## config.mk

```make
export PLATFORM = sky130hd
export DESIGN_NAME = ifep_ctrl
export DESIGN_NICKNAME = d
export VERILOG_FILES = /design/src/ifep_pkg.sv /design/src/ifep_arb_if.sv /design/src/ifep_arbiter.sv /design/src/ifep_ctrl.sv
export SDC_FILE = /design/constraint.sdc
export NUM_CORES = 1
export LEC_CHECK = 0
export ABC_AREA = 0
export BUFFER_PORTS_ARGS = -buffer_cell sky130_fd_sc_hd__buf_4
export CAP_MARGIN = 15
export CORE_ASPECT_RATIO = 0.6
export CORE_MARGIN = 2
export CORE_UTILIZATION = 50
export CTS_CLUSTER_DIAMETER = 60
export DETAILED_ROUTE_END_ITERATION = 7
export GPL_TIMING_DRIVEN = 0
export PLACE_DENSITY = 0.69
export SYNTH_ARGS = -nofsm -noshare
export SYNTH_HDL_FRONTEND = slang
export SYNTH_HIERARCHICAL = 1
export SYNTH_SLANG_ARGS = --single-unit
```

## constraint.sdc

```tcl
create_clock -name mclk -period 113 [get_ports mclk]
set_input_delay 11.3 -clock mclk [delete_from_list [all_inputs] [get_ports mclk]]
set_output_delay 11.3 -clock mclk [all_outputs]
set_load 0.1 [all_outputs]
```

## src/ifep_pkg.sv

```systemverilog
// package: register map, field layout and reset values of the interrupt block
package ifep_pkg;
   // ==========================================================
   // register byte offsets (one aligned word each)
   localparam logic [7:0] IFEP_OFS_PENDING = 8'h00;
   localparam logic [7:0] IFEP_OFS_ENABLE = 8'h04;
   localparam logic [7:0] IFEP_OFS_PRIO = 8'h08;
   localparam logic [7:0] IFEP_OFS_RELOAD = 8'h0C;
   localparam logic [7:0] IFEP_OFS_STATUS = 8'h10;
   localparam logic [7:0] IFEP_OFS_MASK = 8'h14;
   localparam logic [7:0] IFEP_OFS_REQ = 8'h18;
   // ==========================================================
   // priority word layout: slot n priority at 8n+4..8n+2, sub at 8n+1..8n
   localparam int IFEP_SLOTS = 4;
   localparam int IFEP_SLOT_STRIDE = 8;
   localparam int IFEP_PRI_LSB = 2;
   localparam int IFEP_PRI_W = 3;
   localparam int IFEP_SUB_W = 2;
   localparam logic [31:0] IFEP_PRIO_MASK = 32'h1F1F1F1F;
   // ==========================================================
   // reset values
   localparam logic [31:0] IFEP_RST_WORD = 32'h00000000;
   localparam logic [2:0] IFEP_PRI_OFF = 3'h0;
   // status bits: new pending flag, proximity timer load
   localparam int IFEP_ST_PEND = 0;
   localparam int IFEP_ST_LOAD = 1;
   localparam int IFEP_ST_W = 2;
   // bus slave states
   typedef enum logic [0:0] {IFEP_IDLE, IFEP_DONE} ifep_bus_e;
endpackage : ifep_pkg

```

## src/ifep_arb_if.sv

```systemverilog
// interface: per-source state handed to the priority arbiter
`timescale 1ns/1ps
interface ifep_arb_if;
   logic [31:0] pending;
   logic [31:0] enable;
   logic [31:0] prioWord;
   logic reqValid;
   logic [4:0] reqSource;
   logic [2:0] reqPriority;
   logic [1:0] reqSubpriority;
   modport ctrl (output pending, output enable, output prioWord,
                 input reqValid, input reqSource, input reqPriority,
                 input reqSubpriority);
   modport arb (input pending, input enable, input prioWord,
                output reqValid, output reqSource, output reqPriority,
                output reqSubpriority);
endinterface : ifep_arb_if

```

## src/ifep_arbiter.sv

```systemverilog
// module: picks the highest priority, then subpriority, live source
`timescale 1ns/1ps
module ifep_arbiter
   import ifep_pkg::*;
(
   ifep_arb_if.arb arb
);
   // ==========================================================
   // candidate scan
   logic [4:0] bestSrc;
   logic [2:0] bestPri;
   logic [1:0] bestSub;
   logic found;
   logic [2:0] pri;
   logic [1:0] sub;
   logic [4:0] idx;
   logic [4:0] slotBase;
   // a source maps to one slot of the single word: index mod 4
   always_comb begin
      bestSrc = '0;
      bestPri = IFEP_PRI_OFF;
      bestSub = '0;
      found = 1'b0;
      pri = '0;
      sub = '0;
      idx = '0;
      slotBase = '0;
      for (int i = 0; i < 32; i++) begin
         idx = 5'(i);
         slotBase = 5'((i % IFEP_SLOTS) * IFEP_SLOT_STRIDE);
         pri = arb.prioWord[slotBase + 5'(IFEP_PRI_LSB) +: IFEP_PRI_W];
         sub = arb.prioWord[slotBase +: IFEP_SUB_W];
         if (arb.pending[i] && arb.enable[i] && pri != IFEP_PRI_OFF) begin
            if (!found || pri > bestPri ||
                (pri == bestPri && sub > bestSub)) begin
               found = 1'b1;
               bestSrc = idx;
               bestPri = pri;
               bestSub = sub;
            end
         end
      end
   end
   assign arb.reqValid = found;
   assign arb.reqSource = bestSrc;
   assign arb.reqPriority = bestPri;
   assign arb.reqSubpriority = bestSub;
endmodule : ifep_arbiter

```

## src/ifep_ctrl.sv

```systemverilog
// module: interrupt flag, enable and priority registers on Avalon-MM
// Operation
// - an interrupt event loads the proximity timer from the 32-bit reload
// - the pending word holds 32 one-bit flags, bits 31 to 0
// - pending flag 1 means its source requested, 0 means none
// - enable word has 32 bits; 1 enables a source, 0 disables
// - priority 001..111 are levels 1..7; 000 disables the source
// - subpriority 00..11 are levels 0..3
// - slot 3 uses bits 28-26 and 25-24; slot 2 uses 20-18, 17-16
// - slot 1 uses bits 12-10 and 9-8; slot 0 uses 4-2, 1-0
// - bits 31-29, 23-21, 15-13, 7-5 read zero and ignore writes
`timescale 1ns/1ps
module ifep_ctrl
   import ifep_pkg::*;
#(
   parameter int ADDR_W = 8
)
(
   input wire logic mclk,
   input wire logic nrst,
   input wire logic [ADDR_W-1:0] address,
   input wire logic read,
   input wire logic write,
   input wire logic [31:0] writedata,
   input wire logic [3:0] byteenable,
   output logic [31:0] readdata,
   output logic waitrequest,
   output logic [1:0] response,
   input wire logic [31:0] sourceEvent,
   output logic coreRequest,
   output logic [4:0] coreSource,
   output logic [2:0] corePriority,
   output logic [1:0] coreSubpriority,
   output logic timerLoad,
   output logic [31:0] timerLoadValue,
   output logic irq
);
   // ==========================================================
   // elaboration check
   if (ADDR_W < 8) begin : g_badAddr
      $error("ADDR_W must be at least 8");
   end

   // ==========================================================
   // declarations
   ifep_arb_if arbBus ();
   ifep_bus_e busState_r;
   logic [31:0] pending_r;
   logic [31:0] enable_r;
   logic [31:0] prioWord_r;
   logic [31:0] reloadValue_r;
   logic [IFEP_ST_W-1:0] status_r;
   logic [IFEP_ST_W-1:0] mask_r;
   logic [31:0] readdata_r;
   logic [1:0] response_r;
   logic timerLoad_r;
   logic [31:0] timerLoadValue_r;
   logic [31:0] byteMask;
   logic [31:0] readMux;
   logic readHit;
   logic wrTake;
   logic wrReq;
   logic rdTake;
   logic [7:0] ofs;
   logic [IFEP_ST_W-1:0] stEvents;

   // ==========================================================
   // bus slave: request taken in idle, answered one cycle later; a write
   // commits on the answer edge, the only edge the master treats as done
   assign ofs = address[7:0];
   assign wrReq = write && busState_r == IFEP_IDLE;
   assign wrTake = write && busState_r == IFEP_DONE;
   assign rdTake = read && busState_r == IFEP_IDLE;
   // waitrequest low only in the done cycle, so every access takes two edges
   assign waitrequest = !(busState_r == IFEP_DONE);

   always_ff @(posedge mclk or negedge nrst) begin
      if (!nrst) begin
         busState_r <= IFEP_IDLE;
      end else begin
         case (busState_r)
            IFEP_IDLE: begin
               if (read || write) begin
                  busState_r <= IFEP_DONE;
               end
            end
            IFEP_DONE: begin
               busState_r <= IFEP_IDLE;
            end
            default: begin
               busState_r <= IFEP_IDLE;
            end
         endcase
      end
   end

   // byte enables widen to a bit mask
   for (genvar b = 0; b < 4; b++) begin : g_bytes
      assign byteMask[b*8 +: 8] = {8{byteenable[b]}};
   end

   // ==========================================================
   // pending flags: source events set, software writes of 0 clear
   always_ff @(posedge mclk or negedge nrst) begin
      if (!nrst) begin
         pending_r <= IFEP_RST_WORD;
      end else begin
         if (wrTake && ofs == IFEP_OFS_PENDING) begin
            pending_r <= ((pending_r & ~byteMask) |
                          (writedata & byteMask)) | sourceEvent;
         end else begin
            pending_r <= pending_r | sourceEvent;
         end
      end
   end

   // ==========================================================
   // enables, priority slots and reload value
   always_ff @(posedge mclk or negedge nrst) begin
      if (!nrst) begin
         enable_r <= IFEP_RST_WORD;
         prioWord_r <= IFEP_RST_WORD;
         reloadValue_r <= IFEP_RST_WORD;
         mask_r <= '0;
      end else if (wrTake) begin
         if (ofs == IFEP_OFS_ENABLE) begin
            enable_r <= (enable_r & ~byteMask) | (writedata & byteMask);
         end else if (ofs == IFEP_OFS_PRIO) begin
            prioWord_r <= ((prioWord_r & ~byteMask) |
                           (writedata & byteMask)) & IFEP_PRIO_MASK;
         end else if (ofs == IFEP_OFS_RELOAD) begin
            reloadValue_r <= (reloadValue_r & ~byteMask) |
                             (writedata & byteMask);
         end else if (ofs == IFEP_OFS_MASK) begin
            mask_r <= writedata[IFEP_ST_W-1:0];
         end
      end
   end

   // ==========================================================
   // proximity timer load on any interrupt event
   always_ff @(posedge mclk or negedge nrst) begin
      if (!nrst) begin
         timerLoad_r <= 1'b0;
         timerLoadValue_r <= IFEP_RST_WORD;
      end else begin
         timerLoad_r <= |sourceEvent;
         if (|sourceEvent) begin
            timerLoadValue_r <= reloadValue_r;
         end
      end
   end
   assign timerLoad = timerLoad_r;
   assign timerLoadValue = timerLoadValue_r;

   // ==========================================================
   // sticky status, write one to clear; a new event wins the cycle
   assign stEvents[IFEP_ST_PEND] = |(sourceEvent & ~pending_r);
   assign stEvents[IFEP_ST_LOAD] = |sourceEvent;
   always_ff @(posedge mclk or negedge nrst) begin
      if (!nrst) begin
         status_r <= '0;
      end else if (wrTake && ofs == IFEP_OFS_STATUS) begin
         status_r <= (status_r & ~writedata[IFEP_ST_W-1:0]) | stEvents;
      end else begin
         status_r <= status_r | stEvents;
      end
   end
   assign irq = |(status_r & mask_r);

   // ==========================================================
   // arbitration toward the core
   assign arbBus.pending = pending_r;
   assign arbBus.enable = enable_r;
   assign arbBus.prioWord = prioWord_r;

   ifep_arbiter u_arbiter (
      .arb(arbBus.arb)
   );

   assign coreRequest = arbBus.reqValid;
   assign coreSource = arbBus.reqSource;
   assign corePriority = arbBus.reqPriority;
   assign coreSubpriority = arbBus.reqSubpriority;

   // ==========================================================
   // read decode; unmapped offsets read zero with a slave error
   always_comb begin
      readMux = '0;
      readHit = 1'b1;
      if (ofs == IFEP_OFS_PENDING) begin
         readMux = pending_r;
      end else if (ofs == IFEP_OFS_ENABLE) begin
         readMux = enable_r;
      end else if (ofs == IFEP_OFS_PRIO) begin
         readMux = prioWord_r & IFEP_PRIO_MASK;
      end else if (ofs == IFEP_OFS_RELOAD) begin
         readMux = reloadValue_r;
      end else if (ofs == IFEP_OFS_STATUS) begin
         readMux = {{(32-IFEP_ST_W){1'b0}}, status_r};
      end else if (ofs == IFEP_OFS_MASK) begin
         readMux = {{(32-IFEP_ST_W){1'b0}}, mask_r};
      end else if (ofs == IFEP_OFS_REQ) begin
         readMux = {21'h0, arbBus.reqValid, arbBus.reqSubpriority,
                    arbBus.reqPriority, arbBus.reqSource};
      end else begin
         readHit = 1'b0;
      end
   end

   // read data and response registered for the answer cycle
   always_ff @(posedge mclk or negedge nrst) begin
      if (!nrst) begin
         readdata_r <= IFEP_RST_WORD;
         response_r <= 2'h0;
      end else if (rdTake || wrReq) begin
         readdata_r <= rdTake ? readMux : IFEP_RST_WORD;
         response_r <= readHit ? 2'h0 : 2'h2;
      end
   end
   assign readdata = readdata_r;
   assign response = response_r;
endmodule : ifep_ctrl

```

==> metrics.yaml <==
cts_setup_buffers: 0
period_needed_ps: 75160
ir_drop_mv: 0.0109
ys.flop_type: "dfrtp_1"
rows: 52
power_density_mw_per_mm2: 7.68
dp.cells: 2558
drive_gt1_share_pct: 23.2
syn_to_final_growth_pct: 13.8
fin_worst_skew_ps: 12.6
via_count: 17600
cp.arrival_ps: 63860
drv.max_cap_violation_count: 0
critPathKind: "reg -> out"
cts_tree: "built"
ys_warn_count: 6
hold_path_class: "reg -> reg"
grt_max_degree: 116
io_buffer_count: 158
place_area_mm2: 0.0192
holdWs_ps: 497
hold_viol: 0
finalSetupViolCount: 0
cts_buffers: 17
root_buffer: "clkbuf_16"
finalNetCount: 2331
clk_path_buf_depth: 2
drt_first_pass_iters: 6
cts_sinks: 187
async_flop_share_pct: 100
grt_antenna_before_repair: 1
p_switching_w: 0.0000436
fmax_mhz: 13.3
drt_iter0_markers: 2398
p_leak_nw: 9.15
combPwrFrac_pct: 14.0
crit_end: "coreSubpriority[0]"
worstPathMaxFanout: 11
core_mm2: 0.0340
synth_nets: 2153
die_h_um: 148
period_share_pct: 66.5
outcome: "complete, no violations"
chipWidth_um: 245
wl_per_cell_um: 26.8
slew_headroom_pct: 18.9
slowest_delay_ps: 1020
drt_wl_total_mm: 69.5
final.setup.tns_ps: 0
ios: 160
final_cell_mix: "dfrtp_1, mux2_2, nand2_1"
synthesis.instances: 1940
post-dp-hpwl_mm: 54.9
critPathLaunchType: "register"
endpoint_kind: "primary output"
pwr-share-clk_pct: 40.6
crit_family: "compound AO/OA/AOI/OAI gates"
cts_resized: 0
p_sw_share_pct: 28.7
stdcell_count: 2591
gp_congestion: 1.02
synth.distinct_cells: 116
grt_pass1_wl_mm: 102
yosysSeqAreaShare_pct: 26.9
avgSynthCellArea_um2: 8.96
drc: 0
final_area_mm2: 0.0198
reg2reg_depth: 265
synth-seq-cells: 187
postRouteAntennaNets: 0
r2r_end: "readdata[8]"
rsz0062_at_grt: "false"
slew_viol_final: 0
clock_latency_ps: 440
crit_buf_inv: 24
synth_edf_count: 0
cpMostUsedCell: "ha_1"
final_util_pct: 58.2
vias_per_cell: 6.80
dieArea_mm2: 0.0363
grt_pass1_vias: 16200
critPathRequiredTime_ps: 101700
cts_hold_buf: 0
initial_core_util_pct: 51.2
overflow: 0
worst_pin_slew_ps: 1210
slowest_stage: "dfrtp_1"
seqPwrFrac_pct: 45.3
netlist_area_mm2: 0.0174
final_common_cell: "dfrtp_1"
cts.reportedPaths.clkPinSlew_ps: 70
cp_num_cells: 263
htreeDepth: 4
p_int_w: 0.000108
grt_usage_pct: 37.5
rrSetupSlack_ps: 49400
-- cells in the mapped netlist, drive strengths merged, types with 7 or more instances --
cell type | number | area share (%)
dfrtp | 187 | 27
mux2 | 182 | 12
nand2 | 171 | 3.7
ha | 133 | 9.6
inv | 124 | 2.7
nor2 | 120 | 2.6
a21oi | 107 | 3.2
o21ai | 103 | 3.0
mux2i | 68 | 4.0
nand3 | 67 | 2.3
clkbuf | 43 | 0.93
nor2b | 35 | 1.3
nor3 | 35 | 1.2
buf | 34 | 1.1
nand2b | 33 | 1.2
and3 | 31 | 1.2
a31oi | 27 | 1.0
o31ai | 26 | 1.3
a211oi | 25 | 1.2
and2 | 22 | 0.82
a211o | 21 | 1.1
nand4 | 19 | 0.93
o211ai | 19 | 0.90
o22ai | 19 | 0.72
nor4 | 18 | 0.86
a21o | 17 | 0.73
o221ai | 16 | 0.81
a22o | 14 | 0.71
o21a | 14 | 0.60
or2 | 14 | 0.50
a21boi | 12 | 0.54
o311ai | 12 | 0.89
a32oi | 11 | 0.60
a31o | 10 | 0.50
o2bb2ai | 10 | 0.54
a2111oi | 9 | 0.63
a221oi | 9 | 0.45
a22oi | 8 | 0.40
maj3 | 8 | 0.47
o2111ai | 8 | 0.40
or3 | 8 | 0.29
o21bai | 7 | 0.37
o32a | 7 | 0.40
-- worst min-delay path: stages (launching register included) --
cell and delay (ps):
dfrtp_1 350, nand2_1 50, o21ai_0 60
-- power by group through the flow --
stage	sequential, W	combinational [W]	clock [W]
after detailed placement	0.0000700	0.0000206	0
after floorplan	0.0000716	0.00000880	0
after CTS	0.0000687	0.0000207	0.0000614
after global routing	0.0000688	0.0000224	0.0000641
final	0.0000688	0.0000213	0.0000617
after global placement	0.0000700	0.0000202	0
-- how the worst min path moves through the flow --
stage | from | end | slack, ps | cells past startpoint
4_1_cts | readdata[21] | readdata[21] | 500 | 2
3_3_place_gp | readdata[13] | readdata[13] | 470 | 2
5_1_grt | timerLoadValue[19] | timerLoadValue[19] | 530 | 1
3_5_place_dp | readdata[21] | readdata[21] | 480 | 2
6_report | readdata[21] | readdata[21] | 500 | 2
2_1_floorplan | mask_r[0] | mask_r[0] | 470 | 2
-- per-stage QoR --
stage | setup WS (ps) | power [W]
global placement | 41470 | 0.0000902
floorplan | 49870 | 0.0000804
global route | 34270 | 0.000155
finish | 37840 | 0.000152
detailed placement | 40460 | 0.0000906
CTS | 39790 | 0.000151
-- per-layer routing --
| metal | up-vias | wire length [µm] | GRT usage (%) |
|---|---|---|---|
| met3 | 124 | 9020 | 9.91 |
| li1 | 7717 | - | - |
| met2 | 1162 | 27600 | 51.4 |
| met4 | 2 | 1570 | 9.39 |
| met1 | 8601 | 31300 | 57.5 |
| met5 | - | 11 | 0 |
-- area by class of cell --
| type | instances | area (µm²) |
|---|---|---|
| fillers | 3087 | 14200 |
| multi-input cells | 1550 | 11900 |
| flip-flops and latches | 187 | 4680 |
| repair buffers | 159 | 1220 |
| well taps | 459 | 574 |
| inverters | 126 | 473 |
| clock buffers | 21 | 460 |
| plain buffers | 77 | 360 |
| clock inverters | 11 | 133 |
| diodes | 1 | 2.50 |
-- logic make-up after synthesis --
| logic type | after synthesis | synth area share (%) |
|---|---|---|
| flip-flops | 187 | 26.9 |
| adder cells (fa/ha/maj) | 141 | 10.0 |
| AO/OA/AOI/OAI | 561 | 24.1 |
| other | 1 | 0.0216 |
| AND/OR/NAND/NOR | 597 | 18.3 |
| multiplexers | 250 | 15.9 |
| buffers and inverters | 203 | 4.80 |
Note: power is estimated with default switching activity, not from simulation.
